==> src/slm_pkg.sv <==
// constants and types shared by the link error monitor
package slm_pkg;

   // ----------------------------------------------------------------
   // clock and timing
   // ----------------------------------------------------------------
   localparam int CLK_PERIOD_NS     = 50;          // 20 MHz system clock
   localparam int RX_TIMEOUT_US     = 1000;        // no-frame period before timeout alarm
   localparam int RX_TIMEOUT_CYC    = (RX_TIMEOUT_US * 1000) / CLK_PERIOD_NS;
   localparam int BLINK_HALF_MS     = 250;         // indicator on and off time
   localparam int BLINK_HALF_CYC    = (BLINK_HALF_MS * 1000000) / CLK_PERIOD_NS;
   localparam int TMO_W             = 24;          // width of the timeout and blink counters

   // ----------------------------------------------------------------
   // persistence of reception errors, in communication cycles
   // ----------------------------------------------------------------
   localparam int             PERSIST_W     = 8;
   localparam logic [7:0]     PERSIST_READS = 8'h08;

   // ----------------------------------------------------------------
   // alarm codes, written in decimal as main.sub
   // ----------------------------------------------------------------
   localparam logic [7:0] ALM_MAIN_CONT   = 8'h53;  // 83
   localparam logic [7:0] ALM_SUB_CONT1   = 8'h00;  // 83.0
   localparam logic [7:0] ALM_SUB_CONT2   = 8'h01;  // 83.1
   localparam logic [7:0] ALM_MAIN_TMO    = 8'h54;  // 84
   localparam logic [7:0] ALM_SUB_TMO     = 8'h00;  // 84.0
   localparam logic [7:0] RESP_BYTE1_ALM  = 8'hff;  // response byte 1 during alarm 83.0 or 83.1

   // ----------------------------------------------------------------
   // reset values and widths
   // ----------------------------------------------------------------
   localparam int         DATA_W          = 32;
   localparam logic [31:0] RX_DATA_RST    = 32'h0000_0000;
   localparam logic [7:0]  CODE_RST       = 8'h00;

   typedef enum logic {LINK_INITIAL, LINK_RUNNING} slm_link_t;
   typedef enum logic [1:0] {ALM_NONE, ALM_CONT1, ALM_CONT2, ALM_TIMEOUT} slm_alarm_t;

endpackage

==> src/slm_cnt_if.sv <==
// carrier between the monitor and one persistence counter
`timescale 1ns/1ns
interface slm_cnt_if #(parameter int W = 8);
   logic         step;     // advance by one
   logic         clear;    // back to zero, wins over step
   logic [W-1:0] limit;    // count at which expired rises
   logic         expired;  // count has reached limit

   modport owner   (output step, output clear, output limit, input expired);
   modport counter (input step, input clear, input limit, output expired);
endinterface

==> src/slm_persist_cnt.sv <==
// saturating persistence counter
`timescale 1ns/1ns
module slm_persist_cnt #(
   parameter int W = 8
) (
   input wire logic   clk,   // system clock
   input wire logic   rst,   // async reset, active high
   slm_cnt_if.counter cif    // step, clear, limit, expired
);
   logic [W-1:0] cnt_reg;
   logic [W-1:0] cnt_next;

   // ----------------------------------------------------------------
   // next count: clear first, then step until the limit
   // ----------------------------------------------------------------
   always_comb begin
      cnt_next = cnt_reg;
      if (cif.clear) begin
         cnt_next = '0;
      end else if (cif.step && (cnt_reg < cif.limit)) begin
         cnt_next = cnt_reg + W'(1);
      end
   end

   // register the count
   always_ff @(posedge clk or posedge rst) begin
      if (rst) begin
         cnt_reg <= '0;
      end else begin
         cnt_reg <= cnt_next;
      end
   end

   assign cif.expired = (cnt_reg >= cif.limit);
endmodule

==> src/slm_monitor.sv <==
// reception error supervision of a servo network node
`timescale 1ns/1ns
module slm_monitor
   import slm_pkg::*;
#(
   parameter int TIMEOUT_CYC = RX_TIMEOUT_CYC,   // no-frame timeout in clocks
   parameter int BLINK_CYC   = BLINK_HALF_CYC    // indicator half period in clocks
) (
   input  wire logic              clk,                    // system clock
   input  wire logic              rst,                    // async reset, active high
   input  wire logic              link_start,             // init done, enter RUNNING
   input  wire logic              sync_lock,              // cycle-to-servo sync reached
   input  wire logic              frame_arrive,           // a frame reached the node
   input  wire logic              miss_start,             // missing-reception start signal
   input  wire logic              cycle_read,             // received data read this cycle
   input  wire logic              crc_err,                // crc failure, with cycle_read
   input  wire logic              rx_missing,             // nothing received, with cycle_read
   input  wire logic              cyclic_err,             // cyclic error, with cycle_read
   input  wire logic              cmd_alarm_clear,        // alarm clear command, with cycle_read
   input  wire logic [DATA_W-1:0] rx_data,                // received command data
   input  wire logic [7:0]        resp_byte1_in,          // normal response byte 1
   output logic                   link_running,           // link state is RUNNING
   output logic                   sync_ok,                // cycle-to-servo sync held
   output logic [DATA_W-1:0]      cmd_data,               // last good command data
   output logic [7:0]             resp_byte1,             // response byte 1 to send
   output logic                   servo_alarm,            // servo in alarm status
   output logic [7:0]             alarm_main,             // current alarm main code
   output logic [7:0]             alarm_sub,              // current alarm sub code
   output logic                   alarm_log,              // one-cycle history write
   output logic                   link_status_indicator   // red indicator, flashing
);
   // ----------------------------------------------------------------
   // state
   // ----------------------------------------------------------------
   slm_link_t         link_reg,  link_next;
   logic              sync_reg,  sync_next;
   slm_alarm_t        alm_reg,   alm_next;
   logic [DATA_W-1:0] data_reg,  data_next;
   logic [7:0]        main_reg,  main_next;
   logic [7:0]        sub_reg,   sub_next;
   logic              log_reg,   log_next;
   logic [7:0]        byte1_reg, byte1_next;
   logic [TMO_W-1:0]  blink_cnt_reg, blink_cnt_next;
   logic              blink_reg, blink_next;

   slm_cnt_if #(.W(PERSIST_W)) crc_if  ();
   slm_cnt_if #(.W(PERSIST_W)) any_if  ();
   slm_cnt_if #(.W(TMO_W))     tmo_if  ();

   // ----------------------------------------------------------------
   // qualified events of one read
   // ----------------------------------------------------------------
   logic judge;
   logic miss_q;
   logic read_err;
   logic read_good;
   logic clear_ok;
   logic tmo_hit;
   logic cont1_hit;
   logic cont2_hit;

   assign judge     = cycle_read && (link_reg == LINK_RUNNING);
   assign miss_q    = rx_missing && sync_reg;
   assign read_err  = judge && (crc_err || miss_q || cyclic_err);
   assign read_good = judge && !crc_err && !rx_missing && !cyclic_err;
   assign clear_ok  = read_good && cmd_alarm_clear;
   assign tmo_hit   = (link_reg == LINK_RUNNING) && tmo_if.expired;
   assign cont1_hit = crc_if.expired;
   assign cont2_hit = any_if.expired && !crc_if.expired;

   // ----------------------------------------------------------------
   // persistence counters
   // ----------------------------------------------------------------
   // run of crc failures; any other read breaks it, except a missing read without sync
   assign crc_if.step  = judge && crc_err;
   assign crc_if.clear = (judge && !crc_err && (rx_missing ? sync_reg : 1'b1)) || clear_ok
                         || (link_reg != LINK_RUNNING);
   assign crc_if.limit = PERSIST_READS;

   // run of any qualifying error; a good read breaks it
   assign any_if.step  = read_err;
   assign any_if.clear = read_good || (link_reg != LINK_RUNNING);
   assign any_if.limit = PERSIST_READS;

   // clocks with neither a frame nor a missing-reception start
   assign tmo_if.step  = (link_reg == LINK_RUNNING);
   assign tmo_if.clear = frame_arrive || miss_start || (link_reg != LINK_RUNNING);
   assign tmo_if.limit = TMO_W'(TIMEOUT_CYC);

   slm_persist_cnt #(.W(PERSIST_W)) u_crc_cnt (
      .clk (clk),
      .rst (rst),
      .cif (crc_if.counter)
   );

   slm_persist_cnt #(.W(PERSIST_W)) u_any_cnt (
      .clk (clk),
      .rst (rst),
      .cif (any_if.counter)
   );

   slm_persist_cnt #(.W(TMO_W)) u_tmo_cnt (
      .clk (clk),
      .rst (rst),
      .cif (tmo_if.counter)
   );

   // ----------------------------------------------------------------
   // link state, sync and alarm
   // ----------------------------------------------------------------
   always_comb begin
      link_next = link_reg;
      sync_next = sync_reg;
      alm_next  = alm_reg;
      main_next = main_reg;
      sub_next  = sub_reg;
      log_next  = 1'b0;
      if (clear_ok && (alm_reg != ALM_NONE)) begin
         alm_next  = ALM_NONE;
         main_next = CODE_RST;
         sub_next  = CODE_RST;
      end
      unique case (link_reg)
         LINK_INITIAL: begin
            if (link_start) begin
               link_next = LINK_RUNNING;
            end
         end
         LINK_RUNNING: begin
            if (tmo_hit) begin
               link_next = LINK_INITIAL;
               sync_next = 1'b0;
               alm_next  = ALM_TIMEOUT;
               main_next = ALM_MAIN_TMO;
               sub_next  = ALM_SUB_TMO;
               log_next  = 1'b1;
            end else if (alm_reg == ALM_NONE) begin
               // raise only when none stands; a clearing read breaks both runs, so an
               // expiry still held in the saturated counters must not raise it again
               if (cont1_hit) begin
                  alm_next  = ALM_CONT1;
                  main_next = ALM_MAIN_CONT;
                  sub_next  = ALM_SUB_CONT1;
                  log_next  = 1'b1;
               end else if (cont2_hit) begin
                  alm_next  = ALM_CONT2;
                  main_next = ALM_MAIN_CONT;
                  sub_next  = ALM_SUB_CONT2;
                  log_next  = 1'b1;
               end
            end
         end
      endcase
      if (sync_lock && link_reg == LINK_RUNNING && !tmo_hit) begin
         sync_next = 1'b1;
      end
   end

   // register link and alarm state
   always_ff @(posedge clk or posedge rst) begin
      if (rst) begin
         link_reg <= LINK_INITIAL;
         sync_reg <= 1'b0;
         alm_reg  <= ALM_NONE;
         main_reg <= CODE_RST;
         sub_reg  <= CODE_RST;
         log_reg  <= 1'b0;
      end else begin
         link_reg <= link_next;
         sync_reg <= sync_next;
         alm_reg  <= alm_next;
         main_reg <= main_next;
         sub_reg  <= sub_next;
         log_reg  <= log_next;
      end
   end

   // ----------------------------------------------------------------
   // data path: hold last good data, mark response byte 1
   // ----------------------------------------------------------------
   always_comb begin
      data_next = data_reg;
      if (read_good) begin
         data_next = rx_data;
      end
      if (alm_next == ALM_CONT1 || alm_next == ALM_CONT2) begin
         byte1_next = RESP_BYTE1_ALM;
      end else begin
         byte1_next = resp_byte1_in;
      end
   end

   // register data outputs
   always_ff @(posedge clk or posedge rst) begin
      if (rst) begin
         data_reg  <= RX_DATA_RST;
         byte1_reg <= CODE_RST;
      end else begin
         data_reg  <= data_next;
         byte1_reg <= byte1_next;
      end
   end

   // ----------------------------------------------------------------
   // indicator flash
   // ----------------------------------------------------------------
   always_comb begin
      blink_cnt_next = blink_cnt_reg;
      blink_next     = blink_reg;
      if (alm_reg == ALM_NONE) begin
         blink_cnt_next = '0;
         blink_next     = 1'b0;
      end else if (blink_cnt_reg >= TMO_W'(BLINK_CYC - 1)) begin
         blink_cnt_next = '0;
         blink_next     = !blink_reg;
      end else begin
         blink_cnt_next = blink_cnt_reg + TMO_W'(1);
      end
   end

   // register the flash timer
   always_ff @(posedge clk or posedge rst) begin
      if (rst) begin
         blink_cnt_reg <= '0;
         blink_reg     <= 1'b0;
      end else begin
         blink_cnt_reg <= blink_cnt_next;
         blink_reg     <= blink_next;
      end
   end

   // ----------------------------------------------------------------
   // outputs
   // ----------------------------------------------------------------
   assign link_running          = (link_reg == LINK_RUNNING);
   assign sync_ok               = sync_reg;
   assign cmd_data              = data_reg;
   assign resp_byte1            = byte1_reg;
   assign servo_alarm           = (alm_reg != ALM_NONE);
   assign alarm_main            = main_reg;
   assign alarm_sub             = sub_reg;
   assign alarm_log             = log_reg;
   assign link_status_indicator = !blink_reg && (alm_reg != ALM_NONE);
endmodule

==> config.mk <==
export PLATFORM = sky130hd
export DESIGN_NAME = slm_monitor
export DESIGN_NICKNAME = d
export VERILOG_FILES = /design/src/slm_pkg.sv /design/src/slm_cnt_if.sv /design/src/slm_persist_cnt.sv /design/src/slm_monitor.sv
export SDC_FILE = /design/constraint.sdc
export NUM_CORES = 1
export LEC_CHECK = 0
export ABC_AREA = 1
export BUFFER_PORTS_ARGS = -buffer_cell sky130_fd_sc_hd__buf_2
export CAP_MARGIN = 20
export CORE_MARGIN = 4
export CORE_UTILIZATION = 50
export DETAILED_ROUTE_END_ITERATION = 6
export PLACE_DENSITY = 0.86
export SLEW_MARGIN = 20
export SYNTH_ARGS = -nofsm -noshare
export SYNTH_HDL_FRONTEND = slang
export SYNTH_SLANG_ARGS = --single-unit
==> constraint.sdc <==
create_clock -name clk -period 3.25 [get_ports clk]
set_input_delay 0.1625 -clock clk [delete_from_list [all_inputs] [get_ports clk]]
set_output_delay 0.1625 -clock clk [all_outputs]
set_load 0.01 [all_outputs]
==> Word-level counts from Yosys, hierarchy flattened <==
Cells that the tools add are included.
{ "totals": {"mem_count": 0, "output_inout_bits": 61, "latchBits": 0, "ramBits": 0, "mem_bits_ro": 0, "wordCells": 109, "register_bits": 126, "inputBits": 51} }
{ "op_classes": {"n_reduce_logical": 41, "bitwise_logic": 1, "n_mux": 41, "n_shift": 0, "n_lt_le_gt_ge": 7, "n_eq_ne": 2, "div": 0, "mul": 0, "add_sub_neg": 4} }
{ "ops": {"columns": ["operator", "count"], "rows": [
  ["two-way mux 8 bit", 17],
  ["two-way mux 24 bit", 4],
  ["adder 24 x 1 -> 24 bit, second input constant", 2],
  ["greater-or-equal comparator 24 x 15 -> 1 bit, second input constant", 1],
  ["greater-or-equal comparator 24 x 23 -> 1 bit, second input constant", 1],
  ["less-than comparator 24 x 15 -> 1 bit, second input constant", 1],
  ["logical AND 1 bit", 18],
  ["adder 8 x 1 -> 8 bit, second input constant", 2],
  ["greater-or-equal comparator 8 x 4 -> 1 bit, second input constant", 2],
  ["less-than comparator 8 x 4 -> 1 bit, second input constant", 2],
  ["nonzero test 2 bit", 7],
  ["two-way mux 1 bit", 13],
  ["two-way mux 2 bit", 6],
  ["logical OR 1 bit", 8],
  ["zero test 1 bit", 6],
  ["equality test 2 x 1 -> 1 bit, second input constant", 1],
  ["equality test 2 bit, second input constant", 1],
  ["zero test 2 bit", 1],
  ["case mux 1 bit (2 select lines)", 1],
  ["AND reduction 2 bit", 1],
  ["NOT 1 bit", 1]
]} }

==> Logic depth before layout (Yosys ltp) <==
{ "depth": {"word_depth": 15, "ltp_mapped": 12} }

==> Hierarchy <==
From an unflattened synthesis, not the netlist that was laid out.
{ "hier_totals": {"cells_unflattened": 1000, "area_unflattened_um2": 7966.4} }
{ "by_module_without_submodules": {"columns": ["mod", "cells_per_inst", "instances", "seq_area_each_um2", "area_per_inst_um2"], "rows": [
  ["slm_monitor", 427, 1, 2152.1, 4078.9],
  ["slm_persist_cnt at u_tmo_cnt", 375, 1, 600.6, 2453.6],
  ["slm_persist_cnt at u_any_cnt ...", 99, 2, 200.2, 716.9]
]} }

==> Worst setup path before layout <==
Ideal clock, no wire load.
{ "synth_path": {"path_type": "register -> register", "from": "register blink_cnt_reg[0]", "to": "register blink_cnt_reg[15]", "path_slack_ns": 1.734, "arrival_time_ns": 1.396, "required_ns": 3.130, "synth_period_minus_slack_ns": 1.516, "path_stages_with_launch": 10, "path_cell_list": "dfrtp_1 > ha_1 > nand3_1 > o21ai_0 > nor2_1 > o21ai_1 > nand2_1 > nand2_2 > buf_4 > nor2_1"} }
{ "synth_via": {"elab_chain_len": 3, "word_cells_on_any_way": 4, "cone_classes": "1 x add/sub; 1 x order compare; 2 x mux"} }
{ "synth_lines": {"columns": ["element", "line_no", "text"], "rows": [
  ["from (decl)", "slm_monitor.sv:43", "logic [TMO_W-1:0] blink_cnt_reg, blink_cnt_next;"],
  ["from (signal assigned)", "slm_monitor.sv:227", "blink_cnt_reg <= blink_cnt_next;"],
  ["adder 24 x 1 -> 24 bit / greater-or-equal comparator 24 x 23 -> 1 bit (equally long branches)", "slm_monitor.sv:217, slm_monitor.sv:213", null],
  ["two-way mux 24 bit *", "slm_monitor.sv:213", "end else if (blink_cnt_reg >= TMO_W'(BLINK_CYC - 1)) begin"],
  ["two-way mux 24 bit *", "slm_monitor.sv:210", "if (alm_reg == ALM_NONE) begin"],
  ["named net blink_cnt_next[15]", "slm_monitor.sv:43", null]
]} }
Mark *: on every way through the listed nets, which the timed path passes. The rest lies on a longest branch.
A chain may end at the register's enable or synchronous reset.

==> Worst setup path in the final report <==
{ "layout_path": {"from": "register u_tmo_cnt.cnt_reg[12]", "to": "register byte1_reg[7], in the netlist resp_byte1[7]"} }
{ "layout_via": {"elab_chain_len": 7, "word_cells_on_any_way": 8, "cone_classes": "1 x order compare; 2 x eq/ne; 3 x mux; 2 x reduce/logical"} }
{ "layout_lines": {"columns": ["element", "line_no", "text"], "rows": [
  ["from (decl)", "slm_persist_cnt.sv:10", "logic [W-1:0] cnt_reg;"],
  ["from (signal assigned)", "slm_persist_cnt.sv:30", "cnt_reg <= cnt_next;"],
  ["greater-or-equal comparator 24 x 15 -> 1 bit *", "slm_persist_cnt.sv:34", "assign cif.expired = (cnt_reg >= cif.limit);"],
  ["logical AND 1 bit *", "slm_monitor.sv:67", "assign tmo_hit = (link_reg == LINK_RUNNING) && tmo_if.expired;"],
  ["two-way mux 2 bit *", "slm_monitor.sv:130", "if (tmo_hit) begin"],
  ["two-way mux 2 bit *", "slm_monitor.sv:123", "unique case (link_reg)"],
  ["equality test 2 x 1 -> 1 bit / equality test 2 bit (equally long branches)", "slm_monitor.sv:186", "if (alm_next == ALM_CONT1 || alm_next == ALM_CONT2) begin"],
  ["logical OR 1 bit *", "slm_monitor.sv:186", null],
  ["two-way mux 8 bit *", "slm_monitor.sv:186", null],
  ["named net byte1_next[7]", "slm_monitor.sv:42", "logic [7:0] byte1_reg, byte1_next;"],
  ["to (signal assigned)", "slm_monitor.sv:200", "byte1_reg <= byte1_next;"],
  ["to (decl)", "slm_monitor.sv:42", null]
]} }
Marked as above.

==> impl_metrics.ini <==
[route]
via_per_inst = 5.21
route.detailed.drc = 0
drt_iter0_markers = 462
detail_route.first_pass.iterations = 6
vias = 4881
wl_per_cell_um = 16.3
drt_wl_total_mm = 15.3
ant_nets = 0

[setup_path]
critPathLaunch = u_tmo_cnt.cnt_reg[12]
endpoint_kind = register
regToRegStartpoint = u_tmo_cnt.cnt_reg[12]
cp.arrival_ps = 2410
crit_path_max_fanout = 12
crit_path_start_kind = register
required_ps = 3590
worstSetupPathType = register to register

[clock_network]
cts_buffers = 17
cts_sinks = 126
root_buffer = clkbuf_16
cts_setup_buffers = 0
clock_latency_ps = 420
cts_resized = 0
cts_tree = built
htreeDepth = 4
cts_buffer_depth = 2
path_clk_slew_ps = 60

[cells_and_area]
layout.filler_cells = 776
layout_commonest_cell = dfrtp_1
multi_input_area_mm2 = 0.00217
final_cell_mix = dfrtp_1, buf_2, nor2_1
drive_gt1_share_pct = 26.5
nNetsFinal = 842
area_delta_synth_final_pct = 29.5
final-seq-area_mm2 = 0.00315
largest_register_ffs = 32

[logic_synthesis]
synth_top_area_share_pct = 54.8
yosys_warnings = 0
yosysTopAreaCell = dfrtp_1
ys_types = 39
ys_dominant_reg_cell = dfrtp_1
ys_ff_latch = 126
synth_edf_count = 0
yosysSeqAreaShare_pct = 54.8
synth.avg_cell_area_um2 = 9.26
synth_area_leaders = dfrtp_1, mux2_2, nor2_1
netlist_area_mm2 = 0.00575
synth_cells = 621
syn_nets = 679
async_flop_share_pct = 100

[power_and_ir_drop]
p_leak_nw = 3.71
switching_share_pct = 28.3
p_total_mw = 4.71
power.density_mw_per_mm2 = 633
power_switching_mw = 1.33
seqPwrFrac_pct = 41.0
ir_worst_vdd_uv = 652
pwr-share-clk_pct = 40.6
power_frac_comb_pct = 18.4
intPower_mw = 3.38

[worst_hold_path]
hold_path_class = input port to register
hold_path.startpoint = rx_data[19]

[global_route]
grt_pass1_wl_mm = 24.6
grt_pass1_vias = 4951
grt_usage_pct = 24.2
antenna_found_initial = 0
grt_max_degree = 45
grt-ovfl-total = 0

[sta]
fin_crit_sh_pct = 63.8
finalCriticalPeriod_ps = 2070
layout_setup_ws_ps = 1180
hold_viol_final = 0
clock.fmax_mhz = 482
slew_headroom_pct = 37.0
drv_slew = 0
worst_slew_pin_slew_ps = 944
tns_ps = 0
rsz0062_at_grt = no
setup_violations = 0
skew_ps = 15.1

[floorplanning]
die_h_um = 115
die_w_um = 115
ioPinCount = 112
start_util_pct = 52.1
core.rowCount = 38
core_area_mm2 = 0.0110
dieArea_mm2 = 0.0133

[place]
place_ws_ps = 1340
gp_congestion = 0.914
port_buffers = 111
dp_hpwl_mm = 8.79

[run_status]
status = finished clean

[flow_run]
cap_violations = 0
## power groups by stage
stage                     clock [mW]  combinational [mW]  sequential, mW
after CTS                       1.90               0.843            1.91
final                           1.91               0.866            1.93
after floorplan                    0               0.375            2.00
after global routing            2.00               0.937            1.96
after global placement             0               0.755            1.92
after detailed placement           0               0.778            1.93
## path summary, 6_finish.rpt
kind,to,slack [ps],depth (start not counted)
setup / recovery,resp_byte1[7],1180,9
hold / removal,cmd_data[19],20,2
setup reg to reg,resp_byte1[7],1180,9
hold reg to reg,blink_cnt_reg[0],450,1
max in group asynchronous,u_crc_cnt.cnt_reg[5],1910,4
min in group asynchronous,u_any_cnt.cnt_reg[0],520,3
## repair_timing
| item | CTS | global route |
|---|---|---|
| hold buffers | 40 | 0 |
| setup endpoints to repair | 0 | 0 |
| hold endpoints to repair | 77 | 0 |
## through the flow
stage	hold WS, ps	std cells	area (um^2)	utilization (%)
2_1_floorplan	278	621	5750	-
3_5_place_dp	370	865	6460	58.6
4_1_cts	15.3	935	7440	67.5
5_1_grt	10.1	935	7440	67.5
6_report	18.4	936	7450	67.5
3_3_place_gp	364	865	6460	58.6
## worst max-delay path, cell delays in order (launching register included)
cell	delay, ps
dfrtp_1	450
inv_2	100
nand2_2	60
a21oi_1	190
nand3_1	110
nor2_2	480
nand3_1	220
nand2_1	160
nand2_4	100
nand3_1	120
## cells in the mapped netlist (all sizes together), types with 2 or more instances
| cell type | count |
|---|---|
| clkbuf | 3 |
| buf | 9 |
| mux2 | 32 |
| nor2 | 109 |
| dfrtp | 126 |
| nand2 | 100 |
| nor3 | 18 |
| nor3b | 2 |
| nand3 | 45 |
| nand4 | 14 |
| xor2 | 14 |
| o21ai | 24 |
| inv | 94 |
| o31ai | 2 |
| a21oi | 13 |
| ha | 7 |
## logic make-up (layout without fill, tap and decap cells)
family / after synthesis / after routing / share of synthesized area, %
compound gates: 41 / 41 / 3.72
xor+xnor: 15 / 15 / 2.28
fa+ha+maj: 7 / 7 / 1.52
buf+inv: 107 / 281 / 7.51
flops: 126 / 126 / 54.8
mux: 32 / 32 / 6.27
other cells: 1 / 2 / 0.0652
simple gates: 292 / 292 / 23.8
## layer usage
| metal | global-route usage (%) | share of wire, % | vias up |
|---|---|---|---|
| li1 | - | - | 2294 |
| met4 | 14.4 | 5.2 | 0 |
| met3 | 6.53 | 6.5 | 51 |
| met2 | 40.2 | 50 | 217 |
| met5 | 0 | 0 | - |
| met1 | 28.0 | 38 | 2319 |
## area by class of cell
type	count	share of cell area (%)
Sequential cell	126	42.3
Multi-Input combinational cell	388	29.1
Timing Repair Buffer	156	13.5
Clock buffer	22	6.23
Inverter	95	4.91
Tap cell	140	2.35
Clock inverter	8	1.55
Antenna cell	1	0.0336
Power figures use the tool's default switching activity.
